## src/common/sawd_pkg.sv

```systemverilog
// Purpose: shared constants and types of the sleep-aware watchdog
// Assumes: 20 MHz bus clock, 31 kHz slow oscillator arriving as a pin
// Notes:   every offset, field position, reset value and count lives here
package sawd_pkg;

    // ********************************
    // clocks and time base
    // ********************************
    localparam int unsigned PCLK_HZ      = 20_000_000;
    localparam int unsigned OSC_HZ       = 31_000;
    localparam int unsigned BASE_TICK_US = 1_000;
    // slow oscillator edges per nominal 1 ms tick
    localparam int unsigned OSC_PER_TICK = (OSC_HZ / 1_000) * BASE_TICK_US / 1_000;
    localparam int unsigned TICK_W       = 5;
    localparam logic [TICK_W-1:0] TICK_LAST = TICK_W'(OSC_PER_TICK - 1);

    // ********************************
    // period select: 2^sel ms, 1 ms .. 256 s
    // ********************************
    localparam int unsigned PSEL_W     = 5;
    localparam logic [PSEL_W-1:0] PSEL_MAX = 5'h12;
    localparam logic [PSEL_W-1:0] PSEL_RST = 5'h0B;
    localparam int unsigned CNT_W      = 19;

    // ********************************
    // enable configuration field
    // ********************************
    typedef enum logic [1:0] {
        SAWD_MODE_OFF   = 2'h0,
        SAWD_MODE_SOFT  = 2'h1,
        SAWD_MODE_AWAKE = 2'h2,
        SAWD_MODE_ON    = 2'h3
    } sawd_mode_t;

    // ********************************
    // register map (byte addresses)
    // ********************************
    localparam int unsigned ADDR_W = 12;
    localparam logic [ADDR_W-1:0] OFS_CTRL  = 12'h000;
    localparam logic [ADDR_W-1:0] OFS_STAT  = 12'h004;
    localparam logic [ADDR_W-1:0] OFS_MASK  = 12'h008;
    localparam logic [ADDR_W-1:0] OFS_COUNT = 12'h00C;

    // control fields
    localparam int unsigned CTRL_ON_BIT = 0;
    localparam int unsigned CTRL_PS_LSB = 1;
    localparam int unsigned CTRL_PS_MSB = 5;

    // status / mask fields
    localparam int unsigned STS_W      = 3;
    localparam int unsigned STS_TO_BIT = 0;
    localparam int unsigned STS_PD_BIT = 1;
    localparam int unsigned STS_RW_BIT = 2;
    localparam logic [STS_W-1:0] MASK_RST = 3'h0;

endpackage

```

## src/design/sawd_tick.sv

```systemverilog
// Purpose: turns slow oscillator edges into the nominal 1 ms base tick
// Assumes: osc_edge is a one-cycle pulse already synchronised to clk
// Notes:   clear restarts the partial tick so a cleared watchdog starts clean
`timescale 1ns/1ps
module sawd_tick
    import sawd_pkg::*;
(
    // clock and reset
    input  wire logic              clk,
    input  wire logic              rst_n,
    // control
    input  wire logic              osc_edge,
    input  wire logic              clr,
    // tick out
    output      logic              tick
);

    typedef struct packed {
        logic [TICK_W-1:0] div;
        logic              tick;
    } sawd_tick_t;

    sawd_tick_t st_q;
    sawd_tick_t st_d;

    always_comb begin
        st_d      = st_q;
        st_d.tick = 1'b0;
        if (clr) begin
            st_d.div = '0;
        end else if (osc_edge) begin
            if (st_q.div == TICK_LAST) begin
                st_d.div  = '0;
                st_d.tick = 1'b1;
            end else begin
                st_d.div = st_q.div + TICK_W'(1);
            end
        end
    end

    always_ff @(posedge clk or negedge rst_n) begin
        if (!rst_n) begin
            st_q <= '0;
        end else begin
            st_q <= st_d;
        end
    end

    assign tick = st_q.tick;

endmodule

```

## src/design/sawd_top.sv

```systemverilog
// Purpose: sleep-aware watchdog with APB registers and event interrupt
// Assumes: core signals (sleep, clear, fail, start-up) are on pclk
// Notes:   slow oscillator is sampled, not used as a clock
`timescale 1ns/1ps

// Behaviour
// - the counter advances on 1 ms ticks built from slow oscillator edges.
// - mode 11 keeps the watchdog running awake and asleep.
// - mode 10 runs it awake and stops it in sleep.
// - mode 01 lets the software enable bit alone decide.
// - the period is 2^sel ms up to 256 s, defaulting to 2 s after reset.
// - reset, clear instruction, sleep entry or exit, osc failure, disable and start-up timer clear it.
// - if still enabled in sleep it counts again from zero after the entry clear.
// - on wake it stays clear while the start-up timer runs, else it clears once.
// - the oscillator divider selection never touches the counter.
// - a timeout in sleep wakes the device rather than resetting it.
// - a timeout updates the timeout, power-down and watchdog-reset flags.
module sawd_top
    import sawd_pkg::*;
(
    // apb slave
    input  wire logic                     pclk,
    input  wire logic                     presetn,
    input  wire logic                     psel,
    input  wire logic                     penable,
    input  wire logic                     pwrite,
    input  wire logic [sawd_pkg::ADDR_W-1:0] paddr,
    input  wire logic [31:0]              pwdata,
    output      logic [31:0]              prdata,
    output      logic                     pready,
    output      logic                     pslverr,
    // configuration and core state
    input  wire logic [1:0]               wdog_mode_cfg,
    input  wire logic                     sleep_state,
    input  wire logic                     wdog_clear_instr,
    input  wire logic                     osc_fail,
    input  wire logic                     osc_startup_timer,
    // slow oscillator pin
    input  wire logic                     slow_internal_osc,
    // results
    output      logic                     wdog_reset_req,
    output      logic                     wdog_wake,
    output      logic                     irq
);

    import sawd_pkg::*;

    // ********************************
    // state
    // ********************************
    typedef struct packed {
        logic              osc_s1;
        logic              osc_s2;
        logic              osc_s3;
        logic              sleep_q;
        logic              soft_on;
        logic [PSEL_W-1:0] period_sel;
        logic [CNT_W-1:0]  cnt;
        logic [STS_W-1:0]  sts;
        logic [STS_W-1:0]  mask;
        logic              rst_req;
        logic              wake;
        logic              irq;
        logic              pready;
        logic              pslverr;
        logic [31:0]       prdata;
    } sawd_state_t;

    localparam sawd_state_t ST_RST = '{
        osc_s1:     1'b0,
        osc_s2:     1'b0,
        osc_s3:     1'b0,
        sleep_q:    1'b0,
        soft_on:    1'b0,
        period_sel: PSEL_RST,
        cnt:        '0,
        sts:        '0,
        mask:       MASK_RST,
        rst_req:    1'b0,
        wake:       1'b0,
        irq:        1'b0,
        pready:     1'b0,
        pslverr:    1'b0,
        prdata:     32'h0000_0000
    };

    sawd_state_t st_q;
    sawd_state_t st_d;

    logic              osc_edge;
    logic              tick;
    logic              active;
    logic              clr_cnt;
    logic              sleep_edge;
    logic [PSEL_W-1:0] sel_eff;
    logic [CNT_W-1:0]  limit;
    logic              timeout;
    logic              acc;
    logic              setup;
    logic              hit_ctrl;
    logic              hit_stat;
    logic              hit_mask;
    logic              hit_cnt;
    logic [STS_W-1:0]  sts_set;
    logic [STS_W-1:0]  sts_clr;

    // ********************************
    // time base
    // ********************************
    // the second and third stages feed the rising-edge detector
    assign osc_edge = st_q.osc_s2 & ~st_q.osc_s3;

    sawd_tick u_tick (
        .clk      (pclk),
        .rst_n    (presetn),
        .osc_edge (osc_edge),
        .clr      (clr_cnt),
        .tick     (tick)
    );

    // ********************************
    // mode and clearing
    // ********************************
    always_comb begin
        unique case (sawd_mode_t'(wdog_mode_cfg))
            SAWD_MODE_ON:    active = 1'b1;
            SAWD_MODE_AWAKE: active = ~sleep_state;
            SAWD_MODE_SOFT:  active = st_q.soft_on;
            SAWD_MODE_OFF:   active = 1'b0;
        endcase
    end

    assign sleep_edge = sleep_state ^ st_q.sleep_q;

    // start-up timer input is only raised for crystal clocks,
    // so a wake without it clears for the edge cycle only
    assign clr_cnt = ~active
                   | wdog_clear_instr
                   | sleep_edge
                   | osc_fail
                   | osc_startup_timer
                   | timeout;
    // divider selection has no port here on purpose

    // ********************************
    // period compare
    // ********************************
    assign sel_eff = (st_q.period_sel > PSEL_MAX) ? PSEL_MAX : st_q.period_sel;
    assign limit   = (CNT_W'(1) << sel_eff) - CNT_W'(1);

    // last tick of the period ends it; cleared cycles never time out
    assign timeout = active & tick & (st_q.cnt == limit)
                   & ~wdog_clear_instr & ~sleep_edge
                   & ~osc_fail & ~osc_startup_timer;

    // ********************************
    // apb decode
    // ********************************
    assign setup    = psel & ~penable & ~st_q.pready;
    assign acc      = psel & penable & st_q.pready;
    assign hit_ctrl = (paddr == OFS_CTRL);
    assign hit_stat = (paddr == OFS_STAT);
    assign hit_mask = (paddr == OFS_MASK);
    assign hit_cnt  = (paddr == OFS_COUNT);

    // ********************************
    // event flags
    // ********************************
    always_comb begin
        sts_set             = '0;
        sts_set[STS_TO_BIT] = timeout;
        sts_set[STS_PD_BIT] = timeout & sleep_state;
        sts_set[STS_RW_BIT] = timeout & ~sleep_state;
        // clear only what the read returned: an event that lands after
        // the setup edge was never reported and must survive the access
        sts_clr             = (acc & ~pwrite & hit_stat) ? st_q.prdata[STS_W-1:0] : '0;
    end

    // ********************************
    // next state
    // ********************************
    always_comb begin
        st_d         = st_q;
        st_d.osc_s1  = slow_internal_osc;
        st_d.osc_s2  = st_q.osc_s1;
        st_d.osc_s3  = st_q.osc_s2;
        st_d.sleep_q = sleep_state;

        // counter: cleared, else one step per base tick
        if (clr_cnt) begin
            st_d.cnt = '0;
        end else if (tick) begin
            st_d.cnt = st_q.cnt + CNT_W'(1);
        end

        // a timeout asleep wakes, awake it resets
        st_d.wake    = timeout & sleep_state;
        st_d.rst_req = timeout & ~sleep_state;

        // set wins over read-clear
        st_d.sts = (st_q.sts & ~sts_clr) | sts_set;

        // zero-wait slave: answer prepared in the setup cycle
        st_d.pready  = setup;
        st_d.pslverr = 1'b0;
        st_d.prdata  = '0;
        if (setup) begin
            st_d.pslverr = ~(hit_ctrl | hit_stat | hit_mask | hit_cnt);
            if (!pwrite) begin
                if (hit_ctrl) begin
                    st_d.prdata[CTRL_ON_BIT]             = st_q.soft_on;
                    st_d.prdata[CTRL_PS_MSB:CTRL_PS_LSB] = st_q.period_sel;
                end
                if (hit_stat) begin
                    st_d.prdata[STS_W-1:0] = st_q.sts;
                end
                if (hit_mask) begin
                    st_d.prdata[STS_W-1:0] = st_q.mask;
                end
                if (hit_cnt) begin
                    st_d.prdata[CNT_W-1:0] = st_q.cnt;
                end
            end
        end

        // writes land at the completing edge only
        if (acc & pwrite) begin
            if (hit_ctrl) begin
                st_d.soft_on    = pwdata[CTRL_ON_BIT];
                st_d.period_sel = pwdata[CTRL_PS_MSB:CTRL_PS_LSB];
            end
            if (hit_mask) begin
                st_d.mask = pwdata[STS_W-1:0];
            end
        end

        st_d.irq = |(st_d.sts & st_d.mask);
    end

    // ********************************
    // registers
    // ********************************
    always_ff @(posedge pclk or negedge presetn) begin
        if (!presetn) begin
            st_q <= ST_RST;
        end else begin
            st_q <= st_d;
        end
    end

    // ********************************
    // outputs
    // ********************************
    assign prdata         = st_q.prdata;
    assign pready         = st_q.pready;
    assign pslverr        = st_q.pslverr;
    assign wdog_reset_req = st_q.rst_req;
    assign wdog_wake      = st_q.wake;
    assign irq            = st_q.irq;

endmodule

```

## config.mk

```make
export PLATFORM = sky130hd
export DESIGN_NAME = sawd_top
export DESIGN_NICKNAME = d
export VERILOG_FILES = /design/src/common/sawd_pkg.sv /design/src/design/sawd_tick.sv /design/src/design/sawd_top.sv
export SDC_FILE = /design/constraint.sdc
export NUM_CORES = 1
export LEC_CHECK = 0
export ABC_AREA = 0
export BUFFER_PORTS_ARGS = -buffer_cell sky130_fd_sc_hd__buf_2
export CAP_MARGIN = 15
export CORE_MARGIN = 2
export CORE_UTILIZATION = 54
export CTS_CLUSTER_SIZE = 12
export DETAILED_ROUTE_END_ITERATION = 12
export HOLD_SLACK_MARGIN = 0.08
export PLACE_DENSITY = 0.8
export SYNTH_ARGS = -nofsm -noshare
export SYNTH_HDL_FRONTEND = slang
export SYNTH_SLANG_ARGS = --single-unit
```

## constraint.sdc

```tcl
create_clock -name pclk -period 4.5 [get_ports pclk]
set_input_delay 0.225 -clock pclk [delete_from_list [all_inputs] [get_ports pclk]]
set_output_delay 0.225 -clock pclk [all_outputs]
set_load 0.005 [all_outputs]
```

# Yosys cells after proc, flatten, opt, wreduce, memory -nomap -nowiden

Index checks and enable logic that the tools add are counted.

Output and inout bits: 37
Register bits after elaboration: 65
Bits of input ports: 56
Logic and storage cells: 95

Muxes and demuxes: 19
Magnitude comparators: 1
Bitwise operators: 40
Equality and inequality tests: 8
Shifts and indexed selects: 1
Reductions and logical operators: 6
Add/subtract/negate cells: 3

Operators by type and width:

| operator                                                             | count |
|---|---|
| 19-bit 2-to-1 mux                                                    | 5 |
| 12-bit by 4-bit == test with 1-bit output, second input constant     | 2 |
| 19-bit by 1-bit adder with 19-bit output, second input constant      | 1 |
| 19-bit == test                                                       | 1 |
| 1-bit by 5-bit left shift with 19-bit output, first input constant   | 1 |
| 19-bit by 2-bit subtractor with 19-bit output, second input constant | 1 |
| 1-bit AND                                                            | 16 |
| 3-bit 2-to-1 mux                                                     | 5 |
| 5-bit 2-to-1 mux                                                     | 3 |
| 12-bit by 3-bit == test with 1-bit output, second input constant     | 1 |
| 12-bit zero test                                                     | 1 |
| 6-bit 2-to-1 mux                                                     | 2 |
| 1-bit NOT                                                            | 11 |
| 1-bit OR                                                             | 8 |
| 3-bit AND                                                            | 2 |
| 5-bit by 1-bit adder with 5-bit output, second input constant        | 1 |
| 5-bit == test, second input constant                                 | 1 |
| 5-bit > comparator, second input constant                            | 1 |
| 2-bit == test, second input constant                                 | 2 |
| 1-bit case mux with 4 select lines                                   | 1 |
| 2-bit nonzero test                                                   | 2 |
| 1-bit 2-to-1 mux                                                     | 3 |
| 3-bit NOT                                                            | 1 |
| 3-bit OR                                                             | 1 |
| 5 further kinds                                                      | 5 |

# Longest topological paths before layout

Gate-level depths: netlist (run 1).

Depth after elaboration: 14
Mapped depth: 15
Gate-level depth less buffers: 10

# Modules after synthesis

Synthesis (run 1) repeated with hierarchy kept, for this count alone.

Cell total of the unflattened synthesis: 395
Area, all modules: 3,789.9 µm²

Modules (own cells, without submodules):

| module    | area each (µm²) | times used | sequential area each (µm²) | cells an instance |
|---|---|---|---|---|
| sawd_top  | 3,477.1         | 1          | 1,480.2                    | 363 |
| sawd_tick | 312.8           | 1          | 150.1                      | 32 |

# Worst setup path after synthesis (run 1)

Ideal clock, no wire load.

Kind: register to register
From: register st_q[65] in the netlist's numbering
To: register st_q[40] in the netlist's numbering
Path buffers: 2
Library setup time: 65 ps
Path slack: 1,421 ps
Required time: 4,435 ps
Arrival time: 3,014 ps
Clock period less this slack: 3,079 ps
Stages on the path, launching flop included: 13
Cells stage by stage: dfstp_2 > buf_6 > nor3_1 > nand3b_1 > ha_1 > buf_2 > o311ai_1 > o41ai_1 > or3_1 > a2bb2o_4 > or3_1 > or4_1 > nand2_1

RTL lines:

| item                   | RTL line        | RTL |
|---|---|---|
| start, declared        | sawd_top.sv:87  | `sawd_state_t st_q;` |
| start signal, assigned | sawd_top.sv:247 | `st_q <= st_d;` |

==> impl_metrics.json, run 1 <==
{
  "core_um2": 7180,
  "finalSetupTns_ns": 0,
  "maxCapViolCount": 0,
  "grt-ovfl-total": 0,
  "avgSynthCellArea_um2": 9.74,
  "p_leak_nw": 1.94,
  "drtIter0Drc": 200,
  "rsz0062_at_grt": "no",
  "synth_seq_area_share_pct": 41.0,
  "netlist.area_leader.share_pct": 39.0,
  "r2r_end": "u_tick.tick",
  "grt_max_degree": 66,
  "clk_pin_slew_ns": 0.07,
  "cp_data_arrival_time_ns": 4.16,
  "clock_sinks": 65,
  "drc": 0,
  "port-buffer-count": 53,
  "critPathKind": "register to register",
  "grt_first_pass_wirelength_um": 14200,
  "insertion_delay_ns": 0.34,
  "grt_pass1_vias": 2880,
  "syn_area_um2": 3980,
  "status": "finished clean",
  "die-width_um": 89.8,
  "placed_area_um2": 4060,
  "r2r_start": "st_q[65]",
  "cts_made_buffers": 9,
  "period_share_pct": 88.1,
  "cts_max_path_buffers": 2,
  "worst_pin_slew_ns": 0.933,
  "die_y_um": 89.8,
  "netlist_instances": 408,
  "io_pins": 93,
  "drive_above_1_share_pct": 25.3,
  "rows": 31,
  "ys_ff_latch": 65,
  "synth.largest_area_cell": "dfrtp_1",
  "maxSlewViolCount": 0,
  "place_hpwl_um": 5950,
  "ys_async_sr_fraction_pct": 100,
  "antenna_found_initial": 0,
  "rr_worst_depth": 10,
  "setup_viol": 0,
  "synth_commonest_cells": "62 x dfrtp_1, 34 x buf_4, 30 x nor2_1, 26 x nand2_1, 17 x nand3_1",
  "viasPerCell": 5.64,
  "cp_slowest_cell": "nor3_1",
  "startpoint_type": "register",
  "gp_congestion": 0.901,
  "fin_hold_ws_ns": 0.0592,
  "rrSetupSlack_ns": 0.54,
  "fin_crit_ns": 3.96,
  "p_total_w": 0.00112,
  "cp_max_fo": 25,
  "hold_viol": 0,
  "ys_types": 71,
  "slew_headroom_pct": 37.3,
  "routed-via-count": 3057,
  "routedWlPerCell_um": 15.5,
  "ant_nets": 0,
  "synth.area.top_cells": "dfrtp_1 39%, buf_4 6.4%, xnor2_1 3.5%",
  "cts_setup_buffers": 0,
  "diodes": 0,
  "synth_top_flop_cell": "dfrtp_1",
  "skew_ns": 0.0105,
  "initial_utilization_pct": 55.4,
  "first_pass_iters": 5,
  "cts_root_buf": "clkbuf_8",
  "irDropWorstVdd_v": 0.000187,
  "stdcell_area_um2": 4260,
  "cts_tree": "yes",
  "crit_chain": "nor3_1 -> nand3b_1 -> ha_1 -> a221oi_1 -> o21ai_0 -> o31ai_1 -> o2111a_1 -> a21bo_1 -> buf_4 -> nor4_4",
  "power.density_nw_per_um2": 262,
  "end_kind": "register",
  "h-tree-depth": 3,
  "grt.total_usage_pct": 21.9,
  "yosys_warnings": 0,
  "synth_most_common_cell": "dfrtp_1",
  "cp.required_ns": 4.70,
  "drt_wl_total_um": 8390,
  "fmax_mhz": 252,
  "die_area_um2": 8060,
  "synth_edf_count": 0,
  "layout.nets": 498,
  "max_stage_delay_ns": 0.75,
  "min_path_type": "primary input to asynchronous set/reset pin",
  "area_delta_synth_final_pct": 7.27,
  "final_util_pct": 59.4
}
layout make-up:
type | count | area [µm²]
Fill cell | 642 | 2910
Multi-Input combinational cell | 287 | 1950
Sequential cell | 65 | 1630
Timing Repair Buffer | 59 | 315
Clock buffer | 11 | 131
Tap cell | 99 | 124
Inverter | 16 | 60.1
Clock inverter | 5 | 56.3
kinds of logic after synthesis:
logic type	share of synthesized area, %
adder cells (fa/ha/maj)	1.26
multiplexers	4.09
flip-flops	41.0
other	0.0943
buffers and inverters	11.1
AND/OR/NAND/NOR	25.1
AO/OA/AOI/OAI	11.0
XOR/XNOR	6.29
what timing repair did:
item                      in CTS  in global routing
resized for setup              0                  0
hold endpoints to repair       2                  0
hold buffers                   2                  0
per-stage QoR:
step | instances | setup slack [ns]
6_report | 542 | 0.535
4_1_cts | 542 | 0.638
2_1_floorplan | 420 | 1.42
3_5_place_dp | 524 | 0.666
5_1_grt | 542 | 0.252
3_3_place_gp | 524 | 0.702
sequential cells by signal (all words and copies together), names as in the netlist:
register,cells
u_tick.tick,1
u_tick.st_q,5
prdata,19
st_q,33
wdog_reset_req,1
pslverr,1
st_d,2
pready,1
irq,1
wdog_wake,1
power breakdown:
group / total [W] / internal, W / switching, W / leakage [nW]
Combinational: 0.0000484 / 0.0000165 / 0.0000319 / 0.958
Clock: 0.000478 / 0.000255 / 0.000223 / 0.0933
Sequential: 0.000589 / 0.000587 / 0.00000159 / 0.887
Total: 0.00112 / 0.000859 / 0.000257 / 1.94
worst max-delay path by stage:
stage,startpoint,endpoint,slack (ns)
3_5_place_dp,st_q[65],u_tick.st_q[3],0.67
3_3_place_gp,st_q[65],u_tick.tick,0.70
2_1_floorplan,st_q[65],st_q[40],1.42
5_1_grt,st_q[65],u_tick.tick,0.25
6_report,st_q[65],u_tick.tick,0.54
4_1_cts,st_q[65],u_tick.tick,0.64
layout by cell type, fill, tap and decap left out, types with 8 or more instances in the layout:
| master | netlist | layout |
|---|---|---|
| nor3_1 | 11 | 11 |
| inv_1 | 16 | 16 |
| xor2_1 | 10 | 10 |
| nor4_1 | 12 | 12 |
| and2_1 | 13 | 13 |
| nor2_2 | 10 | 10 |
| clkbuf_8 | 0 | 9 |
| and3_1 | 8 | 8 |
| conb_1 | 1 | 13 |
| buf_2 | 5 | 53 |
| xnor2_1 | 16 | 16 |
| nor2_1 | 30 | 30 |
| mux2_2 | 10 | 10 |
| nor2_4 | 10 | 10 |
| dfrtp_1 | 62 | 62 |
| nand2_1 | 26 | 26 |
| a21oi_1 | 11 | 11 |
| nand3_1 | 17 | 17 |
metal layers:
| layer | vias to the layer above | routed length, µm | global-route usage [%] |
|---|---|---|---|
| li1 | 1453 | - | - |
| met1 | 1499 | 3750 | 30.2 |
| met2 | 95 | 4050 | 35.2 |
| met3 | 10 | 461 | 4.61 |
| met4 | 0 | 123 | 6.28 |
| met5 | - | 0 | 0 |
worst max-delay path: cells and delay by family (launching register included):
family / cells / cell delay (ns)
buffers and inverters: 1 / 0.43
adders and majority gates: 1 / 0.46
AOI/OAI and AO/OA: 5 / 1.39
and+or+nand+nor: 3 / 1.01
DFF: 1 / 0.48
Power figures use the tool's default switching activity.
==> run 2: changes to the inputs <==
--- a/config.mk
+++ b/config.mk
@@ -8,7 +8,6 @@
 export ABC_AREA = 0
 export BUFFER_PORTS_ARGS = -buffer_cell sky130_fd_sc_hd__buf_2
 export CAP_MARGIN = 15
-export CORE_MARGIN = 2
 export CORE_UTILIZATION = 54
 export CTS_CLUSTER_SIZE = 12
 export DETAILED_ROUTE_END_ITERATION = 12
==> constraint.sdc (replaced) <==
create_clock -name pclk -period 4.2 [get_ports pclk]
set_input_delay 0.21 -clock pclk [delete_from_list [all_inputs] [get_ports pclk]]
set_output_delay 0.21 -clock pclk [all_outputs]
set_load 0.005 [all_outputs]
==> impl_metrics.json, run 2 (synthesized netlist as in run 1, its figures left out) <==
{
  "status": "finished clean",
  "grt_pass1_vias": 2814,
  "die-width_um": 87.8,
  "cts_tree": "yes",
  "cts_setup_buffers": 0,
  "cp_data_arrival_time_ns": 3.86,
  "area_delta_synth_final_pct": 7.49,
  "core_um2": 6940,
  "top_register": "st_q",
  "critPathKind": "register to register",
  "cp-endpoint": "st_q[40]",
  "gp_congestion": 0.946,
  "maxSlewViolCount": 0,
  "finalSetupTns_ns": 0,
  "grt.total_usage_pct": 23.2,
  "rrSetupSlack_ns": 0.63,
  "antenna_found_initial": 0,
  "power.density_nw_per_um2": 269,
  "fin_crit_ns": 3.57,
  "io_pins": 93,
  "r2r_end": "st_q[40]",
  "cp_max_fo": 20,
  "clk_pin_slew_ns": 0.07,
  "rows": 30,
  "cts_made_buffers": 9,
  "die_area_um2": 7710,
  "initial_utilization_pct": 57.2,
  "first_pass_iters": 5,
  "grt_first_pass_wirelength_um": 13600,
  "hold_viol": 0,
  "placed_area_um2": 4070,
  "final_common_cell": "dfrtp_1",
  "clock_sinks": 65,
  "worst_pin_slew_ns": 0.888,
  "irDropWorstVdd_v": 0.000233,
  "end_kind": "register",
  "place_hpwl_um": 5900,
  "cts_max_path_buffers": 2,
  "skew_ns": 0.00995,
  "drtIter0Drc": 195,
  "die_y_um": 87.8,
  "layout.nets": 500,
  "nFillCells": 550,
  "startpoint": "st_q[65]",
  "startpoint_type": "register",
  "drive_above_1_share_pct": 25.8,
  "grt_max_degree": 66,
  "diodes": 0,
  "place_inst": 522,
  "cp.required_ns": 4.49,
  "ant_nets": 0,
  "drc": 0,
  "fmax_mhz": 280,
  "min_path_type": "primary input to register",
  "routedWlPerCell_um": 15.3,
  "final_cell_mix": "62 x dfrtp_1, 53 x buf_2, 30 x nor2_1",
  "layoutNonFillerInstCount": 541,
  "cts_root_buf": "clkbuf_8",
  "drt_wl_total_um": 8270,
  "viasPerCell": 5.66,
  "r2r_start": "st_q[65]",
  "routed-via-count": 3063,
  "grt-ovfl-total": 0,
  "p_leak_nw": 1.94,
  "stdcell_area_um2": 4270,
  "period_share_pct": 85.1,
  "insertion_delay_ns": 0.35,
  "h-tree-depth": 3,
  "slew_headroom_pct": 40.2,
  "rr_worst_depth": 10,
  "port-buffer-count": 53,
  "setup_viol": 0,
  "maxCapViolCount": 0,
  "rsz0062_at_grt": "no",
  "largest_reg_flops": 33
}
-- run 2: report_power, final --
group / leakage (nW) / switching, W / internal [W]
Combinational: 0.972 / 0.0000340 / 0.0000187
Clock: 0.0814 / 0.000253 / 0.000212
Sequential: 0.887 / 0.00000174 / 0.000629
Total: 1.94 / 0.000289 / 0.000860
-- run 2: per-stage QoR --
step	utilization (%)	hold slack [ns]	power (W)	worst slack [ns]
floorplan	-	-0.0856	0.000670	1.12
global placement	58.6	0.319	0.000692	0.799
detailed placement	58.6	0.320	0.000694	0.745
CTS	61.5	0.0928	0.00116	0.721
global route	61.5	0.0951	0.00120	0.501
finish	61.5	0.0969	0.00115	0.628
-- run 2: final cells by class --
| class | instances | area [µm²] | area share, % |
|---|---|---|---|
| tap | 96 | 120 | 2.81 |
| inverter | 16 | 60.1 | 1.41 |
| multi-input combinational | 287 | 1950 | 45.6 |
| timing repair buffer | 61 | 345 | 8.08 |
| clock buffer | 9 | 124 | 2.90 |
| clock inverter | 7 | 46.3 | 1.08 |
| sequential | 65 | 1630 | 38.2 |
-- run 2: how the worst min path moves through the flow --
stage	start	depth (start not counted)	end
after floorplan	presetn	0	irq
after global placement	slow_internal_osc	1	st_d[70]
after detailed placement	slow_internal_osc	1	st_d[70]
after CTS	pwdata[3]	2	st_q[64]
after global routing	pwdata[3]	2	st_q[64]
final	pwdata[3]	2	st_q[64]
-- run 2: timing repair --
item	CTS	global route
endpoints found under the hold margin	64	0
gates resized for setup	0	0
hold buffers	3	0
-- run 2: critical path, cell delays in order, from the launching register on --
cell      delay, ns
dfstp_2        0.75
nor3_1         0.16
nand3b_1       0.11
ha_1           0.59
nor4_1         0.14
mux2_2         0.30
a22oi_1        0.24
a2bb2o_4       0.27
or3_1          0.37
or4_1          0.52
nand2_1        0.08
-- run 2: metal layers --
metal	wire length, µm	track usage [%]	up-vias
met3	455	4.34	21
met4	216	10.9	0
li1	-	-	1445
met1	3640	31.4	1479
met2	3960	36.1	118
met5	0	0	-
==> run 3: changes to the inputs <==
--- a/config.mk
+++ b/config.mk
@@ -8,11 +8,13 @@
 export ABC_AREA = 0
 export BUFFER_PORTS_ARGS = -buffer_cell sky130_fd_sc_hd__buf_2
 export CAP_MARGIN = 15
-export CORE_UTILIZATION = 54
+export CORE_UTILIZATION = 55
+export CTS_BUF_LIST = sky130_fd_sc_hd__clkbuf_4 sky130_fd_sc_hd__clkbuf_8
 export CTS_CLUSTER_SIZE = 12
 export DETAILED_ROUTE_END_ITERATION = 12
 export HOLD_SLACK_MARGIN = 0.08
-export PLACE_DENSITY = 0.8
+export PLACE_DENSITY = 0.82
 export SYNTH_ARGS = -nofsm -noshare
 export SYNTH_HDL_FRONTEND = slang
+export SYNTH_HIERARCHICAL = 1
 export SYNTH_SLANG_ARGS = --single-unit
==> impl_metrics.json, run 3 <==
{
  "status": "finished clean",
  "place_hpwl_um": 5710,
  "synth_seq_area_share_pct": 43.0,
  "drive_above_1_share_pct": 23.3,
  "fmax_mhz": 274,
  "synth_commonest_cells": "62 x dfrtp_1, 42 x nor2_1, 34 x buf_4, 27 x nand2_1, 16 x xor2_1",
  "avgSynthCellArea_um2": 9.59,
  "core_um2": 6490,
  "cts_root_buf": "clkbuf_8",
  "routedWlPerCell_um": 15.6,
  "met3_usage_pct": 5.93,
  "synth_top_family_by_area": "simple AND/OR/NAND/NOR gates",
  "diodes": 0,
  "fin_crit_ns": 3.66,
  "rrSetupSlack_ns": 0.54,
  "cp_data_arrival_time_ns": 3.87,
  "rr_worst_depth": 11,
  "r2r_end": "st_q[54]",
  "grt_pass1_vias": 2850,
  "grt.busiest_layer": "met2",
  "area_delta_synth_final_pct": 9.18,
  "hp-start": "pwdata[3]",
  "end_kind": "register",
  "min_path_type": "primary input to register",
  "synth_compound_area_share_pct": 10.5,
  "r2r_start": "st_q[65]",
  "cts_tree": "yes",
  "die_y_um": 85.0,
  "hold_end": "st_q[64]",
  "synth_mux_area_share_pct": 4.85,
  "synth.largest_area_cell": "dfrtp_1",
  "critPathKind": "register to register",
  "power.density_nw_per_um2": 294,
  "layout.nets": 489,
  "synth-xor-area-share_pct": 6.83,
  "viasPerCell": 5.76,
  "routed-via-count": 2941,
  "final_common_cell": "dfrtp_1",
  "largest_reg_flops": 33,
  "nFillCells": 548,
  "cts_resized": 0,
  "irDropWorstVdd_v": 0.000189,
  "top_register": "st_q",
  "finalSetupTns_ns": 0,
  "h-tree-depth": 3,
  "synth_adder_area_share_pct": 1.32,
  "grtUsageMet1_pct": 30.2,
  "setup_viol": 0,
  "clock_sinks": 65,
  "cts_max_path_buffers": 2,
  "insertion_delay_ns": 0.35,
  "ys_async_sr_fraction_pct": 100,
  "initial_utilization_pct": 58.4,
  "io_pins": 93,
  "die-width_um": 85.0,
  "p_leak_nw": 1.99,
  "netlist.area_leader.share_pct": 40.9,
  "drtIter0Drc": 198,
  "period_share_pct": 87.0,
  "synth-simple-area-share_pct": 23.2,
  "cp.required_ns": 4.41,
  "ys_ff_latch": 65,
  "ys_types": 68,
  "yosys_warnings": 6,
  "place_inst": 491,
  "grt-ovfl-total": 0,
  "clk_pin_slew_ns": 0.07,
  "startpoint_type": "register",
  "syn_area_um2": 3790,
  "grt_max_degree": 37,
  "maxCapViolCount": 0,
  "worst_pin_slew_ns": 0.859,
  "slew_headroom_pct": 42.2,
  "final_cell_mix": "62 x dfrtp_1, 53 x buf_2, 42 x nor2_1",
  "synth_top_flop_cell": "dfrtp_1",
  "skew_ns": 0.0165,
  "grt.total_usage_pct": 23.8,
  "synth.area.top_cells": "dfrtp_1 41%, buf_4 6.7%, nor2_1 4.2%",
  "cts_made_buffers": 9,
  "rows": 29,
  "maxSlewViolCount": 0,
  "gp_congestion": 0.925,
  "synth_edf_count": 0,
  "layoutNonFillerInstCount": 511,
  "grt_first_pass_wirelength_um": 13300,
  "port-buffer-count": 53,
  "synth_most_common_cell": "dfrtp_1",
  "gr-usage-met2_pct": 39.7,
  "rsz0062_at_grt": "no",
  "first_pass_iters": 4,
  "hold_viol": 0,
  "drc": 0,
  "hold_path_depth": 2,
  "drt_wl_total_um": 7960,
  "ant_nets": 0,
  "netlist_instances": 395,
  "die_area_um2": 7230,
  "cp_max_fo": 21,
  "antenna_found_initial": 0
}
run 3: power breakdown:
group | leakage, nW | switching (W) | internal (W) | total (W)
registers | 0.887 | 0.00000135 | 0.000629 | 0.000630
clock network | 0.104 | 0.000227 | 0.000310 | 0.000537
logic | 0.998 | 0.0000311 | 0.0000188 | 0.0000499
total | 1.99 | 0.000260 | 0.000957 | 0.00122
run 3: cell type report:
type                    instances  area [µm²]  share of cell area [%]
clock buffers                  13         160                    3.87
clock inverters                 3        42.5                    1.03
inverters                      10        37.5                   0.907
multi-input cells             280        1820                    44.0
flip-flops and latches         65        1630                    39.4
well taps                      77        96.3                    2.33
repair buffers                 63         350                    8.47
run 3: worst max path at each step:
stage,start,endpoint,depth (start not counted)
after floorplan,st_q[63],u_tick/st_q[4],14
after global placement,st_q[65],st_q[47],11
after detailed placement,st_q[65],st_q[43],11
after CTS,st_q[65],st_q[61],11
after global routing,st_q[65],st_q[57],11
final,st_q[65],st_q[54],11
run 3: kinds of logic (layout without fill, tap and decap cells):
group           Yosys count  after routing
other cells               1             13
xor+xnor                 28             28
mux                      17             17
flops                    65             65
simple gates            163            163
buf+inv                  62             89
fa+ha+maj                 4              4
compound gates           55             55
run 3: layer usage:
layer	up-vias	part of all wire, %
met5	-	0
met4	0	1.5
met1	1430	44
met2	96	49
li1	1404	-
met3	11	5.8
run 3: metrics by stage:
stage / hold slack [ns] / worst slack, ns / area (µm²) / total power (W) / utilization, %
2_1_floorplan: -0.0856 / 1.06 / 3830 / 0.000667 / -
5_1_grt: 0.0904 / 0.260 / 4140 / 0.00127 / 63.7
3_5_place_dp: 0.319 / 0.616 / 3890 / 0.000690 / 60.0
3_3_place_gp: 0.318 / 0.652 / 3890 / 0.000688 / 60.0
4_1_cts: 0.0971 / 0.579 / 4140 / 0.00123 / 63.7
6_report: 0.101 / 0.545 / 4140 / 0.00122 / 63.7
run 3: critical path, cell delays in order, from the launching register on:
cell       delay, ns
dfstp_2         0.78
nor3_2          0.13
nand3b_1        0.11
ha_1            0.55
xor2_1          0.23
and4_1          0.24
o2111ai_1       0.15
a2111oi_2       0.31
nand4b_1        0.21
o21ai_1         0.39
buf_4           0.33
nor2_1          0.08
run 3: repair_timing:
item,in CTS,in global routing
buffers inserted,0,0
hold endpoints to repair,36,0
setup endpoints to repair,0,0
hold buffers,4,0
